<file path="src/design/lsc_defines.svh">
// Register layout and timing constants of the light sensor conversion control.
// Operation
// - Range select in bits 15:12 picks full scale, coded like the exponent.
// - Range select 1100b picks the range itself and reports it as exponent.
// - After reset range select holds 1100b, so automatic range is on.
// - Short time loses 1 bit at 0101b, 2 at 0100b to 0001b, 3 at 0000b.
// - Result format and bit weight do not depend on the conversion time.
// - Mode 00 is off, 01 single-shot, 1x continuous, and resets to 00b.
// - Single-shot reads 01b while converting and drops to 00b when done.
// - Entering shutdown leaves ready flag and limit flags as is.
// - Read-only overflow bit 8 follows the overflow of each conversion.
// - In a manual range a transient overload may set the overflow flag.
// - Auto range overflow below the top range steps up and restarts.
// - Ready bit 7 sets at conversion end, clears on read or non-off write.
// - Any write at offset 01h aborts a conversion, and a converting mode starts anew.
`ifndef LSC_DEFINES_SVH
`define LSC_DEFINES_SVH
// ************************************************************
// Register layout
// ************************************************************
`define LSC_CFG_OFFSET 8'h01
`define LSC_CFG_RESET 16'hc810
`define LSC_RANGE_MSB 15
`define LSC_RANGE_LSB 12
`define LSC_CTIME_BIT 11
`define LSC_MODE_MSB 10
`define LSC_MODE_LSB 9
`define LSC_OVF_BIT 8
`define LSC_DONE_BIT 7
`define LSC_WMASK 16'hfe1f
`define LSC_RANGE_AUTO 4'hc
`define LSC_RANGE_MAX 4'hb
// ************************************************************
// Timing
// ************************************************************
`define LSC_CLK_HZ 40000000
`define LSC_SHORT_MS 100
`define LSC_LONG_MS 800
`define LSC_SHORT_CYC (`LSC_CLK_HZ / 1000 * `LSC_SHORT_MS)
`define LSC_LONG_CYC (`LSC_CLK_HZ / 1000 * `LSC_LONG_MS)
`endif

</file>
<file path="src/design/lsc_pkg.sv">
// Types of the light sensor conversion control.
package lsc_pkg;
    typedef enum logic [1:0] {
        LSC_MODE_OFF = 2'h0,
        LSC_MODE_SINGLE = 2'h1,
        LSC_MODE_CONT_A = 2'h2,
        LSC_MODE_CONT_B = 2'h3
    } lsc_mode_t;
    typedef struct packed {
        logic [3:0] range_select;
        logic conversion_time_sel;
        logic [1:0] mode;
        logic overflow_flag;
        logic conversion_done_flag;
        logic high_limit_flag;
        logic low_limit_flag;
        logic [4:0] low_bits;
    } lsc_cfg_t;
    typedef struct packed {
        logic wr;
        logic rd;
        logic [7:0] addr;
        logic [15:0] wdata;
    } lsc_reg_req_t;
    typedef struct packed {
        logic done;
        logic overflow;
        logic [3:0] range_used;
    } lsc_conv_res_t;
endpackage

</file>
<file path="src/design/lsc_timer.sv">
// Integration timer that counts one conversion and reports its end.
`timescale 1ns/1ps
`include "lsc_defines.svh"
module lsc_timer
    import lsc_pkg::*;
#(
    parameter int SHORT_CYC = `LSC_SHORT_CYC,
    parameter int LONG_CYC = `LSC_LONG_CYC
) (
    input wire logic clk_sys_i,
    input wire logic reset_i,
    input wire logic start_i,
    input wire logic abort_i,
    input wire logic long_i,
    output logic busy_o,
    output logic end_o
);
    logic [31:0] count_reg;
    logic [31:0] count_next;
    logic busy_next;
    wire [31:0] length = long_i ? LONG_CYC[31:0] : SHORT_CYC[31:0];
    if (SHORT_CYC < 2 || LONG_CYC < SHORT_CYC) begin : g_bad_len
        $error("lsc_timer: bad conversion lengths");
    end
    always_comb begin
        count_next = count_reg;
        busy_next = busy_o;
        if (abort_i || start_i) begin
            count_next = length - 32'h1;
            busy_next = start_i;
        end else if (busy_o && count_reg == 32'h0) begin
            busy_next = 1'b0;
        end else if (busy_o) begin
            count_next = count_reg - 32'h1;
        end
    end
    always_ff @(posedge clk_sys_i) begin
        if (reset_i) begin
            count_reg <= 32'h0;
            busy_o <= 1'b0;
            end_o <= 1'b0;
        end else begin
            count_reg <= count_next;
            busy_o <= busy_next;
            end_o <= busy_o && count_reg == 32'h0 && !abort_i && !start_i;
        end
    end
endmodule // lsc_timer

</file>
<file path="src/design/lsc_conv_ctrl.sv">
// Configuration register and conversion sequencing of the light sensor.
`timescale 1ns/1ps
`include "lsc_defines.svh"
module lsc_conv_ctrl
    import lsc_pkg::*;
#(
    parameter int SHORT_CYC = `LSC_SHORT_CYC,
    parameter int LONG_CYC = `LSC_LONG_CYC
) (
    input wire logic clk_sys_i,
    input wire logic reset_i,
    input wire logic reg_wr_i,
    input wire logic reg_rd_i,
    input wire logic [7:0] reg_addr_i,
    input wire logic [15:0] reg_wdata_i,
    input wire logic adc_overflow_i,
    input wire logic high_limit_flag_i,
    input wire logic low_limit_flag_i,
    output logic [15:0] reg_rdata_o,
    output logic converting_o,
    output logic [3:0] result_exponent_o,
    output logic [1:0] resolution_loss_o,
    output logic result_valid_o
);
    // ************************************************************
    // Register access decode
    // ************************************************************
    lsc_cfg_t cfg_reg;
    lsc_cfg_t cfg_next;
    logic [3:0] auto_range_reg;
    logic [3:0] auto_range_next;
    lsc_conv_res_t res;
    wire cfg_hit = reg_addr_i == `LSC_CFG_OFFSET;
    wire cfg_wr = reg_wr_i && cfg_hit;
    wire cfg_rd = reg_rd_i && cfg_hit && !reg_wr_i;
    wire [15:0] wr_val = (reg_wdata_i & `LSC_WMASK) |
                         (16'(cfg_reg) & ~`LSC_WMASK);
    wire [1:0] new_mode = reg_wdata_i[`LSC_MODE_MSB:`LSC_MODE_LSB];
    wire new_converts = new_mode != LSC_MODE_OFF;
    wire is_auto = cfg_reg.range_select == `LSC_RANGE_AUTO;
    wire [3:0] range_now = is_auto ? auto_range_reg : cfg_reg.range_select;
    wire timer_busy;
    wire timer_end;
    wire step_up = timer_end && adc_overflow_i && is_auto &&
                   auto_range_reg != `LSC_RANGE_MAX;
    wire conv_end = timer_end && !step_up;
    wire start = (cfg_wr && new_converts) || step_up ||
                 (conv_end && cfg_reg.mode[1]);
    function automatic logic [1:0] loss_of(input logic [3:0] rng,
                                           input logic long_sel);
        logic [1:0] l;
        l = 2'h0;
        if (!long_sel) begin
            if (rng == 4'h5) l = 2'h1;
            else if (rng >= 4'h1 && rng <= 4'h4) l = 2'h2;
            else if (rng == 4'h0) l = 2'h3;
        end
        return l;
    endfunction
    // ************************************************************
    // Next register value
    // ************************************************************
    always_comb begin
        cfg_next = cfg_reg;
        auto_range_next = auto_range_reg;
        if (cfg_rd) cfg_next.conversion_done_flag = 1'b0;
        if (cfg_wr) begin
            cfg_next = lsc_cfg_t'(wr_val);
            if (new_converts) cfg_next.conversion_done_flag = 1'b0;
            if (reg_wdata_i[`LSC_RANGE_MSB:`LSC_RANGE_LSB] == `LSC_RANGE_AUTO)
                auto_range_next = 4'h0;
        end else if (step_up) begin
            auto_range_next = auto_range_reg + 4'h1;
        end else if (conv_end) begin
            // Flags survive the drop to shutdown for later reads.
            cfg_next.conversion_done_flag = 1'b1;
            cfg_next.overflow_flag = adc_overflow_i;
            if (cfg_reg.mode == LSC_MODE_SINGLE)
                cfg_next.mode = LSC_MODE_OFF;
        end
        cfg_next.high_limit_flag = high_limit_flag_i;
        cfg_next.low_limit_flag = low_limit_flag_i;
    end
    assign res = '{done: conv_end, overflow: adc_overflow_i,
                   range_used: range_now};
    always_ff @(posedge clk_sys_i) begin
        if (reset_i) begin
            cfg_reg <= lsc_cfg_t'(`LSC_CFG_RESET);
            auto_range_reg <= 4'h0;
        end else begin
            cfg_reg <= cfg_next;
            auto_range_reg <= auto_range_next;
        end
    end
    // Outputs register the state so the pins never see decode glitches.
    always_ff @(posedge clk_sys_i) begin
        if (reset_i) begin
            reg_rdata_o <= `LSC_CFG_RESET;
            converting_o <= 1'b0;
            result_exponent_o <= 4'h0;
            resolution_loss_o <= 2'h0;
            result_valid_o <= 1'b0;
        end else begin
            reg_rdata_o <= 16'(cfg_next);
            converting_o <= timer_busy;
            if (res.done) begin
                result_exponent_o <= res.range_used;
                resolution_loss_o <= loss_of(res.range_used,
                    cfg_reg.conversion_time_sel);
            end
            result_valid_o <= res.done;
        end
    end
    lsc_timer #(
        .SHORT_CYC(SHORT_CYC),
        .LONG_CYC(LONG_CYC)
    ) u_timer (
        .clk_sys_i(clk_sys_i),
        .reset_i(reset_i),
        .start_i(start),
        .abort_i(cfg_wr),
        .long_i(cfg_wr ? reg_wdata_i[`LSC_CTIME_BIT]
                       : cfg_reg.conversion_time_sel),
        .busy_o(timer_busy),
        .end_o(timer_end)
    );
    // ************************************************************
    // Checks
    // ************************************************************
    a_single_returns_off: assert property (@(posedge clk_sys_i)
        disable iff (reset_i) conv_end && !cfg_wr &&
        cfg_reg.mode == LSC_MODE_SINGLE |=> cfg_reg.mode == LSC_MODE_OFF)
        else $error("single-shot did not return to shutdown");
    a_done_sets: assert property (@(posedge clk_sys_i)
        disable iff (reset_i) conv_end && !cfg_wr |=>
        cfg_reg.conversion_done_flag)
        else $error("ready flag not set at conversion end");
    a_read_clears: assert property (@(posedge clk_sys_i)
        disable iff (reset_i) cfg_rd && !conv_end |=>
        !cfg_reg.conversion_done_flag)
        else $error("read did not clear ready flag");
    a_off_write_keeps: assert property (@(posedge clk_sys_i)
        disable iff (reset_i) cfg_wr && !new_converts && !cfg_rd |=>
        $stable(cfg_reg.conversion_done_flag))
        else $error("shutdown write changed ready flag");
    a_ovf_tracks: assert property (@(posedge clk_sys_i)
        disable iff (reset_i) conv_end && !cfg_wr |=>
        cfg_reg.overflow_flag == $past(adc_overflow_i))
        else $error("overflow flag wrong");
    a_auto_steps_up: assert property (@(posedge clk_sys_i)
        disable iff (reset_i) step_up && !cfg_wr |=>
        auto_range_reg == $past(auto_range_reg) + 4'h1 ##1 timer_busy)
        else $error("auto range did not step and restart");
    a_write_aborts: assert property (@(posedge clk_sys_i)
        disable iff (reset_i) cfg_wr && !new_converts |=> !timer_busy)
        else $error("write did not abort conversion");
    a_write_restarts: assert property (@(posedge clk_sys_i)
        disable iff (reset_i) cfg_wr && new_converts |=> timer_busy
        ##1 converting_o)
        else $error("converting write did not start");
    a_exp_reported: assert property (@(posedge clk_sys_i)
        disable iff (reset_i) conv_end |=>
        result_exponent_o == $past(range_now) && result_valid_o)
        else $error("exponent not reported");
endmodule // lsc_conv_ctrl

</file>
<file path="config.mk">
export PLATFORM = sky130hd
export DESIGN_NAME = lsc_conv_ctrl
export DESIGN_NICKNAME = d
export VERILOG_FILES = /design/src/design/lsc_pkg.sv /design/src/design/lsc_timer.sv /design/src/design/lsc_conv_ctrl.sv
export VERILOG_INCLUDE_DIRS = /design/src /design/src/design
export SDC_FILE = /design/constraint.sdc
export NUM_CORES = 1
export LEC_CHECK = 0
export BUFFER_PORTS_ARGS = -buffer_cell sky130_fd_sc_hd__buf_2
export CAP_MARGIN = 25
export CORE_ASPECT_RATIO = 1.75
export CORE_MARGIN = 1
export CORE_UTILIZATION = 35
export DETAILED_ROUTE_END_ITERATION = 8
export PLACE_DENSITY = 0.66
export RECOVER_POWER = 100
export SYNTH_ARGS = -nofsm -noshare
export SYNTH_HDL_FRONTEND = slang
export SYNTH_SLANG_ARGS = --single-unit
</file>
<file path="constraint.sdc">
create_clock -name clk_sys_i -period 4 [get_ports clk_sys_i]
set_input_delay 0.2 -clock clk_sys_i [delete_from_list [all_inputs] [get_ports clk_sys_i]]
set_output_delay 0.2 -clock clk_sys_i [all_outputs]
set_load 0.005 [all_outputs]
</file>
==> results.yml <==
layout:
  fin_nets: 434
  regArea_mm2: 0.00124
  largest_reg_flops: 32
  fillers: 812
  multi_input_area_mm2: 0.00159
  num_antenna_cells: 0
  area_delta_synth_final_pct: 19.2
  drive_gt1_share_pct: 14.9
timing:
  skew_ns: 0.00658
  tns_ns: 0
  worst_slack_ns: 0.612
  final_hold_viol_count: 0
  setup_viol: 0
  clock.fmax_mhz: 295
  rsz0062_at_grt: "false"
  final.min_clock_period_ns: 3.39
  fin_crit_sh_pct: 84.7
  slew_headroom_pct: -28.6
  slew_violations: 47
  tightest_slew_ns: 1.93
placed_design:
  dp_slack_ns: 0.938
  place.gp.congestion: 0.879
  hpwlAfterDp_um: 5390
  portBuffers: 50
status:
  run_status: "finished with violations"
  violations: "design-rule violations, max-capacitance violations, max-slew violations"
clocking:
  post_cts_buffers: 0
  htree_levels: 3
  cts_buffers: 9
  worstSkewPairLatency_ns: 0.33
  cts_tree: "yes"
  cts-hold-fix-buffers: 0
  cts.repair.resized: 0
  clkTransAtPathRegs_ns: 0.05
  cts_root_buffer: "clkbuf_16"
  cts_buffer_depth: 2
  clock-sinks: 62
worst_setup_path:
  crit_path_end_kind: "flip-flop"
  reg2reg_to: "u_timer.count_reg[21]"
  cp_slowest_stage_delay_ns: 0.95
  path_class: "reg -> reg"
  critPathLaunchType: "flip-flop"
  arrival_ns: 3.52
  reg2reg_depth: 6
  cp_common_cell: "nor4_1"
  worstPathMaxFanout: 7
  path_cells: "nor4_1, nand2_1, nand4b_1, nor4_1, nand4_1, nor3b_1"
  critPathSlowestCell: "nor4_1"
  worst_ep_required_time_ns: 4.13
  rrSetupSlack_ns: 0.61
  r2r-start: "u_timer.count_reg[2]"
logic_synthesis:
  syn_avg_cell_area_um2: 8.39
  synthArstFlopShare_pct: 0
  syn_nets: 382
  yosysWarnings: 0
  synth_ff_type: "dfxtp_1"
  ys_types: 54
  ys_ff_latch: 62
  synth_cells: 349
  synth_edf_count: 0
  synth_area_mm2: 0.00293
  yosysSeqAreaShare_pct: 42.4
power_and_ir_drop:
  p_leak_uw: 0.00138
  share_seq_of_total_power_pct: 45.7
  clkPwrFrac_pct: 50.4
  peakVddDrop_uv: 234
  p_switching_uw: 283
  swShare_pct: 20.7
  power.share.combinational_pct: 3.9
  p_int_uw: 1080
  powerDensity_mw_per_mm2: 391
global_route:
  grt_use_met1_pct: 18.6
  antenna_found_initial: 0
  grtUsageMet3_pct: 4.07
  grt_max_degree: 47
  grt.overflow.total: 0
  grt_use_met2_pct: 32.9
  grt_pass1_vias: 2608
  grt_use_total_pct: 18.3
  grt_pass1_wl_um: 12200
  top_usage_layer: "met2"
hold_path:
  holdPathEnd: "reg_rdata_o[4]"
  worstHoldStart: "reg_wdata_i[4]"
  whs_path_depth: 3
  hp-class: "in -> reg"
die:
  fp.dieH_um: 123
  core_mm2: 0.00802
  num_rows: 43
  io_pins: 55
  dieArea_mm2: 0.00875
  die_w_um: 71.1
  start_util_pct: 36.5
drt:
  vias_per_cell: 5.54
  ant_nets: 0
  num_vias: 2733
  routed_wl_um: 7430
  dr.pass1.iters: 6
  dr.first_iter.drc_count: 171
  drc: 5
  wire_per_inst_um: 15.1
flow_run:
  maxCapViolations: 1
==> synth_stat cells (all sizes together) (2+ instances only) <==
cell,number,share of area (%)
xor2,2,0.60
mux2i,2,0.68
a32oi,2,0.60
nor3b,2,0.51
inv,2,0.26
clkbuf,13,1.7
o21ai,8,1.4
xnor2,20,6.0
and3,3,0.64
mux2,2,0.77
a31oi,3,0.64
ha,2,0.85
a211oi,2,0.51
a311oi,3,0.90
nand2b,5,1.1
nor4,18,4.8
nand4,5,1.1
nand2,39,5.0
nor2b,4,0.85
a21oi,37,6.3
or4,3,0.81
a21o,3,0.77
nand4b,4,1.2
o22ai,5,1.1
nor2,42,5.4
nand3,10,1.7
buf,3,0.73
and2,4,0.90
nor3,10,1.7
or3,8,1.9
nor4b,5,1.5
o31ai,2,0.68
dfxtp,62,42
nand3b,3,0.77
==> critical path: cells and delay by family, from the launching register on <==
family / cells / cell delay [ns]
AND/OR/NAND/NOR: 6 / 2.82
flip-flops: 1 / 0.36
==> power groups by stage <==
| stage | clock network (uW) | logic (uW) | registers (uW) |
|---|---|---|---|
| after CTS | 705 | 54.4 | 623 |
| after global routing | 735 | 58.3 | 623 |
| after detailed placement | 0 | 54.1 | 636 |
| after global placement | 0 | 53.6 | 636 |
| after floorplan | 0 | 31.0 | 635 |
| final | 688 | 52.7 | 624 |
==> per-layer routing <==
layer | part of all wire [%] | routed length (um)
met1 | 39 | 2870
met2 | 54 | 4020
met3 | 3.1 | 231
met4 | 4.1 | 306
met5 | 0 | 0
==> final cells by class <==
class	count	area share [%]
flip-flops and latches	62	35.6
inverters	2	0.215
clock inverters	2	0.287
clock buffers	11	7.24
multi-input cells	269	45.6
well taps	90	3.23
repair buffers	57	7.89
==> through the flow <==
| step | power [uW] | hold slack, ns | util, % | cell area, um^2 | cells |
|---|---|---|---|---|---|
| finish | 1360 | 0.0862 | 43.5 | 3490 | 493 |
| global route | 1420 | 0.102 | 43.5 | 3490 | 493 |
| CTS | 1380 | 0.0760 | 44.1 | 3530 | 493 |
| detailed placement | 690 | 0.418 | 40.8 | 3270 | 480 |
| global placement | 689 | 0.409 | 40.8 | 3270 | 480 |
| floorplan | 666 | 0.318 | - | 2930 | 349 |
==> cells by family after synthesis <==
group | Yosys count | synth area share [%]
AND/OR/NAND/NOR | 167 | 30.6
buffers and inverters | 18 | 2.69
multiplexers | 4 | 1.45
adder cells (fa/ha/maj) | 2 | 0.855
XOR/XNOR | 22 | 6.58
AO/OA/AOI/OAI | 74 | 15.5
flip-flops | 62 | 42.4
==> placed cells by master (no fill, tap or decap), types with 8 or more instances in the layout <==
cell type	n
nor4_1	17
xnor2_1	20
nor3_1	10
a21oi_1	37
o21ai_0	8
buf_2	34
dfxtp_1	62
clkbuf_16	9
nand2_1	39
nand3_1	10
clkbuf_1	18
nor2_1	42
==> worst max-delay path by stage <==
stage / to / slack, ns / cells past startpoint / from
2_1_floorplan: u_timer.count_reg[30] / 0.87 / 12 / reg_addr_i[1]
4_1_cts: u_timer.count_reg[30] / 0.91 / 11 / reg_rdata_o[13]
3_5_place_dp: u_timer.count_reg[30] / 0.94 / 11 / reg_rdata_o[13]
6_report: u_timer.count_reg[21] / 0.61 / 6 / u_timer.count_reg[2]
3_3_place_gp: u_timer.count_reg[30] / 0.99 / 11 / reg_rdata_o[13]
5_1_grt: u_timer.count_reg[21] / 0.39 / 6 / u_timer.count_reg[2]
(Power assumes the default switching activity.)
